$ cat src/rtl/shadow_pkg.sv
// package for the suspend shadow readback block: port addresses, field layout, reset values
// assumes an io port decode outside delivers full 16-bit port addresses
package shadow_pkg;

	// ************************************************************
	// port addresses
	// ************************************************************
	localparam logic [15:0] SHADOW_LOW_ADDR  = 16'h3C72; // first mode shadow
	localparam logic [15:0] SHADOW_MID_ADDR  = 16'h4472; // second mode shadow
	localparam logic [15:0] SHADOW_CMD_ADDR  = 16'h4C72; // command shadow and view select
	localparam logic [15:0] DMA1_MODE_ADDR   = 16'h000B; // first controller mode port
	localparam logic [15:0] DMA1_CMD_ADDR    = 16'h0008; // first controller command port
	localparam logic [15:0] DMA2_MODE_ADDR   = 16'h00D6; // second controller mode port
	localparam logic [15:0] DMA2_CMD_ADDR    = 16'h00D0; // second controller command port
	localparam logic [15:0] DMA_PORT_LAST    = 16'h0007; // last address/count port
	localparam logic [15:0] TIMER_PORT_FIRST = 16'h0040; // first timer port
	localparam logic [15:0] TIMER_PORT_LAST  = 16'h0043; // last timer port

	// ************************************************************
	// field positions in the written mode and command bytes
	// ************************************************************
	localparam int MODE_DEC_BIT   = 5;  // address decrement in mode byte
	localparam int MODE_AUTO_BIT  = 4;  // autoinitialize in mode byte
	localparam int CMD_EXTW_BIT   = 5;  // extended write in command byte
	localparam int CMD_ROT_BIT    = 4;  // rotating priority in command byte
	localparam int CMD_DIS_BIT    = 2;  // controller disable in command byte
	localparam int VIEW_SEL_BIT   = 15; // view select in command shadow

	// ************************************************************
	// reset values
	// ************************************************************
	localparam logic [5:0] MODE_FIELDS_RESET = 6'h00; // per-channel mode shadow
	localparam logic [2:0] CMD_FIELDS_RESET  = 3'h0;  // per-controller command shadow
	localparam logic       VIEW_SEL_RESET    = 1'b0;  // live values after reset

endpackage : shadow_pkg

$ cat src/rtl/suspend_state_shadow_readback.sv
// suspend shadow readback: mirrors write-only dma mode/command state and
// selects base or current views for the dma and timer read ports.
// assumes io_wr/io_rd are one-cycle strobes with address and data valid,
// and that the dma and timer cores supply both base and current values.
`timescale 1ns/1ps

module suspend_state_shadow_readback
	import shadow_pkg::*;
#(
	parameter int ADDR_W = 16, // io address width
	parameter int DATA_W = 16  // io data width
) (
	input  wire logic              clk,
	input  wire logic              reset,
	input  wire logic [ADDR_W-1:0] io_addr,
	input  wire logic              io_wr,
	input  wire logic              io_rd,
	input  wire logic [DATA_W-1:0] io_wdata,
	input  wire logic [15:0]       dma_base_value,
	input  wire logic [15:0]       dma_current_value,
	input  wire logic [15:0]       timer_base_count,
	input  wire logic [15:0]       timer_current_count,
	output logic [DATA_W-1:0]      io_rdata,
	output logic                   io_rvalid,
	output logic                   view_select
);

	// ************************************************************
	// shadow storage
	// ************************************************************
	// six mode bits per channel: {mode[1:0], dec, auto, type[1:0]}
	logic [5:0] mode_reg [8];
	logic [5:0] mode_next [8];
	logic [2:0] cmd1_reg;          // first controller {extw, rot, dis}
	logic [2:0] cmd2_reg;          // second controller {extw, rot, dis}
	logic       view_select_reg;   // base/current view control
	logic [DATA_W-1:0] rdata_reg;  // registered read data
	logic              rvalid_reg; // read answer strobe

	// ************************************************************
	// write decode
	// ************************************************************
	wire wr_mode1 = io_wr && (io_addr == DMA1_MODE_ADDR);
	wire wr_mode2 = io_wr && (io_addr == DMA2_MODE_ADDR);
	wire wr_cmd1  = io_wr && (io_addr == DMA1_CMD_ADDR);
	wire wr_cmd2  = io_wr && (io_addr == DMA2_CMD_ADDR);
	wire wr_view  = io_wr && (io_addr == SHADOW_CMD_ADDR);

	// mode byte as stored: mode, dec, auto, type
	wire [5:0] mode_fields = {io_wdata[7:6], io_wdata[MODE_DEC_BIT],
		io_wdata[MODE_AUTO_BIT], io_wdata[3:2]};
	wire [2:0] cmd_fields = {io_wdata[CMD_EXTW_BIT], io_wdata[CMD_ROT_BIT],
		io_wdata[CMD_DIS_BIT]};

	// next value per channel: channel index in mode byte bits 1:0
	always_comb begin
		for (int ch = 0; ch < 8; ch++) begin
			mode_next[ch] = mode_reg[ch];
		end
		if (wr_mode1) begin
			mode_next[{1'b0, io_wdata[1:0]}] = mode_fields;
		end
		if (wr_mode2) begin
			mode_next[{1'b1, io_wdata[1:0]}] = mode_fields;
		end
	end

	// ************************************************************
	// shadow registers
	// ************************************************************
	// written values captured for readback
	always_ff @(posedge clk or posedge reset) begin
		if (reset) begin
			for (int ch = 0; ch < 8; ch++) begin
				mode_reg[ch] <= MODE_FIELDS_RESET;
			end
		end else begin
			for (int ch = 0; ch < 8; ch++) begin
				mode_reg[ch] <= mode_next[ch];
			end
		end
	end

	// command shadows and view select
	always_ff @(posedge clk or posedge reset) begin
		if (reset) begin
			cmd1_reg        <= CMD_FIELDS_RESET;
			cmd2_reg        <= CMD_FIELDS_RESET;
			view_select_reg <= VIEW_SEL_RESET;
		end else begin
			if (wr_cmd1) begin
				cmd1_reg <= cmd_fields;
			end
			if (wr_cmd2) begin
				cmd2_reg <= cmd_fields;
			end
			if (wr_view) begin
				view_select_reg <= io_wdata[VIEW_SEL_BIT];
			end
		end
	end

	// ************************************************************
	// readback assembly
	// ************************************************************
	// channel 2 dec and auto at top
	wire [15:0] shadow_low = {mode_reg[2][3], mode_reg[2][2], mode_reg[2][1:0],
		mode_reg[1][5:4], mode_reg[1][3], mode_reg[1][2], mode_reg[1][1:0],
		mode_reg[0][5:4], mode_reg[0][3], mode_reg[0][2], mode_reg[0][1:0]};

	wire [15:0] shadow_mid = {mode_reg[6][1:0], mode_reg[5][5:0],
		mode_reg[3][5:0], mode_reg[2][5:4]};

	wire [2:0] cmd_view = view_select_reg ? cmd2_reg : cmd1_reg;

	// bits 14 and 11 read zero
	// channel 6 mode, dec, auto at 3:0
	wire [15:0] shadow_cmd = {view_select_reg, 1'b0, cmd_view[2], cmd_view[1],
		1'b0, cmd_view[0], mode_reg[7][5:0], mode_reg[6][5:2]};

	wire is_dma_port   = (io_addr <= DMA_PORT_LAST);
	wire is_timer_port = (io_addr >= TIMER_PORT_FIRST) && (io_addr <= TIMER_PORT_LAST);

	wire [15:0] dma_view = view_select_reg ? dma_base_value : dma_current_value;
	wire [15:0] timer_view = view_select_reg ? timer_base_count : timer_current_count;

	// unmapped ports, mode and command ports read zero
	wire [15:0] read_mux =
		(io_addr == SHADOW_LOW_ADDR) ? shadow_low :
		(io_addr == SHADOW_MID_ADDR) ? shadow_mid :
		(io_addr == SHADOW_CMD_ADDR) ? shadow_cmd :
		is_dma_port                  ? dma_view   :
		is_timer_port                ? timer_view : 16'h0000;

	// one-cycle registered read answer
	always_ff @(posedge clk or posedge reset) begin
		if (reset) begin
			rdata_reg  <= '0;
			rvalid_reg <= 1'b0;
		end else begin
			rvalid_reg <= io_rd;
			if (io_rd) begin
				rdata_reg <= DATA_W'(read_mux);
			end
		end
	end

	assign io_rdata    = rdata_reg;
	assign io_rvalid   = rvalid_reg;
	assign view_select = view_select_reg;
endmodule // suspend_state_shadow_readback

$ cat config.mk
export PLATFORM = sky130hd
export DESIGN_NAME = suspend_state_shadow_readback
export DESIGN_NICKNAME = d
export VERILOG_FILES = /design/src/rtl/shadow_pkg.sv /design/src/rtl/suspend_state_shadow_readback.sv
export SDC_FILE = /design/constraint.sdc
export NUM_CORES = 1
export LEC_CHECK = 0
export BUFFER_PORTS_ARGS = -buffer_cell sky130_fd_sc_hd__buf_4
export CAP_MARGIN = 20
export CORE_ASPECT_RATIO = 0.6
export CORE_UTILIZATION = 34
export CTS_CLUSTER_DIAMETER = 120
export DETAILED_ROUTE_END_ITERATION = 6
export PLACE_DENSITY = 0.55
export SLEW_MARGIN = 20
export SYNTH_ARGS = -nofsm -noshare
export SYNTH_HDL_FRONTEND = slang
export SYNTH_SLANG_ARGS = --single-unit
$ cat constraint.sdc
create_clock -name clk -period 2.7 [get_ports clk]
set_input_delay 0.135 -clock clk [delete_from_list [all_inputs] [get_ports clk]]
set_output_delay 0.135 -clock clk [all_outputs]
set_load 0.01 [all_outputs]
==> summary.txt <==
Endpoints failing setup = 0
Seq/Total Area, Yosys = 45.77%
Largest net degree at the start of global routing = 67
Max Clk Rate = 0.4930 GHz
Fin crit period = 2028 ps
CTS Sinks = 66
CP cell instances = buf_4 -> nor3_2 -> nand4_1 -> or4_1 -> nor2_2 -> mux2_1
Hold_buf cts = 0
Switching share of power = 19.18%
Synth Instances = 320
Synthesis-to-finish area growth = 38.73%
Leakage = 0.002289 uW
Fin area = 0.005006 sq mm
Clock tree buffer depth = 2
Die height = 81.80 um
YS warnings = 0
Avg Vias per Cell = 5.294
Ports = 118
Num rows = 28
Syn_area_per_cell = 11.28 sq um
RD Place Congestion = 0.7956
Switching pwr = 518.9 uW
Post-DP HPWL = 8006 um
Initial antenna violation count = 0
Gr ovfl total = 0
Slew headroom = 44.07%
WL final = 10,720 um
# DRC = 0
1st-pass router iterations = 4
CTS clk-pin slew, worst paths = 50 ps
Slew @ Worst Pin = 838.9 ps
Sequential Power Share = 36.6%
Clock share of power = 55.9%
Worst vdd ir = 0.0004225 V
Hold WC Path Type = in -> async
Largest delay share family, worst path = simple AND/OR/NAND/NOR gates
Place WS = 334.5 ps
Critical path required time = 2910 ps
Setup Fix Bufs, Post-CTS = 0
CTS resizes = 0
Share of cells above drive strength 1 = 38.72%
CTS tree = built
Fin. Hold Viols = 0
Outcome = finished clean
Max_cap viols = 0
RSZ-0062 raised after global routing = no
Max FO, Critical Path = 17
Max reg flops = 42
Vias in the first global route = 2,869
Setup crit start kind = input pin
Yosys reg bits = 66
Internal power = 2187 uW
DP Area = 0.004616 sq mm
Die width = 135 um
WL per Instance = 18.67 um
Final Util = 49.62%
Netlist Area Pre-Place = 0.003608 sq mm
TNS Setup = 0 ps
Number of synthesized flops with an enable pin = 0
Worst-Skew Late Latency = 330 ps
First-pass GRT wire length = 16,780 um
Crit path DAT = 2240 ps
Htree depth = 3
Port buffer count = 110
CORE AREA = 0.01009 sq mm
Syn Nets = 420
Share of flip-flops with an asynchronous set or reset = 100.0%
Routed Antenna Nets = 0
Pwr Density = 540.6 mW/mm^2
Antenna Cells = 0
Final Worst Setup Slack = 671.7 ps
1st-iter DRT viols = 197
Root Buffer = clkbuf_16
Main synth FF type = dfrtp_1
Initial core utilization = 35.76%
Crit-path slowest cell = or4_1
Combinational share of power = 7.5%
Fin crit share = 75.12%
Die area = 0.01104 sq mm
Nets@finish = 534
Worst path bufs/invs = 1
Vias after detailed routing = 3,039
Cts bufs inserted = 9
Cell variety after synth = 42
Worst Clk Skew = 4.340 ps
WS Path Type = in -> reg
Total GRT Usage = 20.82%
Largest stage delay, worst path = 620 ps
CP endpoint kind = flop
Final slew viol count = 0
Fillers = 941
-- worst register-to-register path, cell delays in order (launching register included) --
cell	delay [ps]
dfrtp_2	740
buf_12	260
mux2i_1	210
o22ai_1	150
o221ai_1	190
o21ai_1	90
-- cell families (layout without fill, tap and decap cells) --
| family | Yosys count | count (layout) | share of synthesized area [%] |
|---|---|---|---|
| multiplexers | 94 | 94 | 27.77 |
| AO/OA/AOI/OAI | 67 | 67 | 11.89 |
| flip-flops | 66 | 66 | 45.77 |
| AND/OR/NAND/NOR | 58 | 58 | 10.58 |
| buffers and inverters | 35 | 154 | 3.987 |
-- worst paths after layout --
check | from | endpoint | slack (ps) | cells past startpoint
setup / recovery | io_addr[11] | mode_reg[17] | 670 | 6
hold / removal | reset | mode_reg[26] | 30 | 3
setup reg to reg | view_select | io_rdata[5] | 940 | 5
hold reg to reg | mode_reg[12] | mode_reg[12] | 480 | 1
max in group asynchronous | reset | view_select | 2040 | 3
min in group clk | io_wdata[15] | view_select | 40 | 2
-- layer usage --
layer / part of all wire, % / wire [um] / vias up / track usage [%]
met1: 54 / 5735 / 1471 / 32.35
met2: 38 / 4062 / 107 / 27.37
li1: - / - / 1452 / -
met4: 0.63 / 67 / 0 / 4.719
met3: 7.9 / 852 / 9 / 6.173
met5: 0 / 0 / - / 0
-- area by class of cell --
cell class / instances / area, sq um / area share, %
Clock buffer: 9 / 225.2 / 4.499
Clock inverter: 7 / 165.2 / 3.299
Inverter: 18 / 67.56 / 1.350
Multi-Input combinational cell: 219 / 1813 / 36.22
Sequential cell: 66 / 1653 / 33.02
Tap cell: 135 / 168.9 / 3.374
Timing Repair Buffer: 120 / 913.4 / 18.25
-- per-stage QoR --
step                total power, uW  hold slack [ps]  std cells
global placement               1209            372.4        558
CTS                            2736            29.95        574
finish                         2706            34.30        574
floorplan                      1067            166.4        320
global route                   2803            41.44        574
detailed placement             1211            377.6        558
-- power groups by stage --
stage	logic [uW]	clock network, uW	registers, uW
3_3_place_gp	200	0	1010
4_1_cts	204	1540	991
3_5_place_dp	203	0	1010
5_1_grt	221	1590	990
2_1_floorplan	58.1	0	1010
6_report	202	1510	991
-- synth_stat cells, types with 3 or more instances --
library cell / number / area share [%]
or4_1: 5 / 1.0
clkbuf_1: 8 / 0.83
nor4_1: 6 / 1.0
nand2b_1: 4 / 0.69
dfrtp_1: 66 / 46
mux2_1: 24 / 7.5
o22ai_1: 15 / 2.6
o221ai_1: 13 / 3.2
nand4_1: 5 / 0.87
nor2_1: 9 / 0.94
nand4b_1: 3 / 0.73
mux2_2: 25 / 7.8
buf_1: 4 / 0.42
buf_2: 4 / 0.55
nand2_1: 4 / 0.42
o21ai_1: 28 / 3.9
nor2_2: 3 / 0.52
mux2i_1: 45 / 12
inv_1: 18 / 1.9
-- cell usage in the layout, fill, tap and decap left out, drive strengths merged, types with 2 or more instances in the layout --
| cell | n |
|---|---|
| nand4b | 3 |
| clkinvlp | 2 |
| o221ai | 13 |
| a211oi | 2 |
| clkbuf | 9 |
| o22ai | 15 |
| a21oi | 2 |
| nand4 | 6 |
| or3 | 2 |
| nor3b | 2 |
| inv | 18 |
| nor3 | 3 |
| mux2 | 49 |
| nand4bb | 2 |
| nor4 | 6 |
| nand2 | 4 |
| or4 | 6 |
| nand2b | 4 |
| bufinv | 5 |
| o21ai | 30 |
| nor2 | 12 |
| nand3 | 2 |
| mux2i | 45 |
| buf | 120 |
| dfrtp | 66 |
No activity file was read; power rests on OpenSTA's default activity.
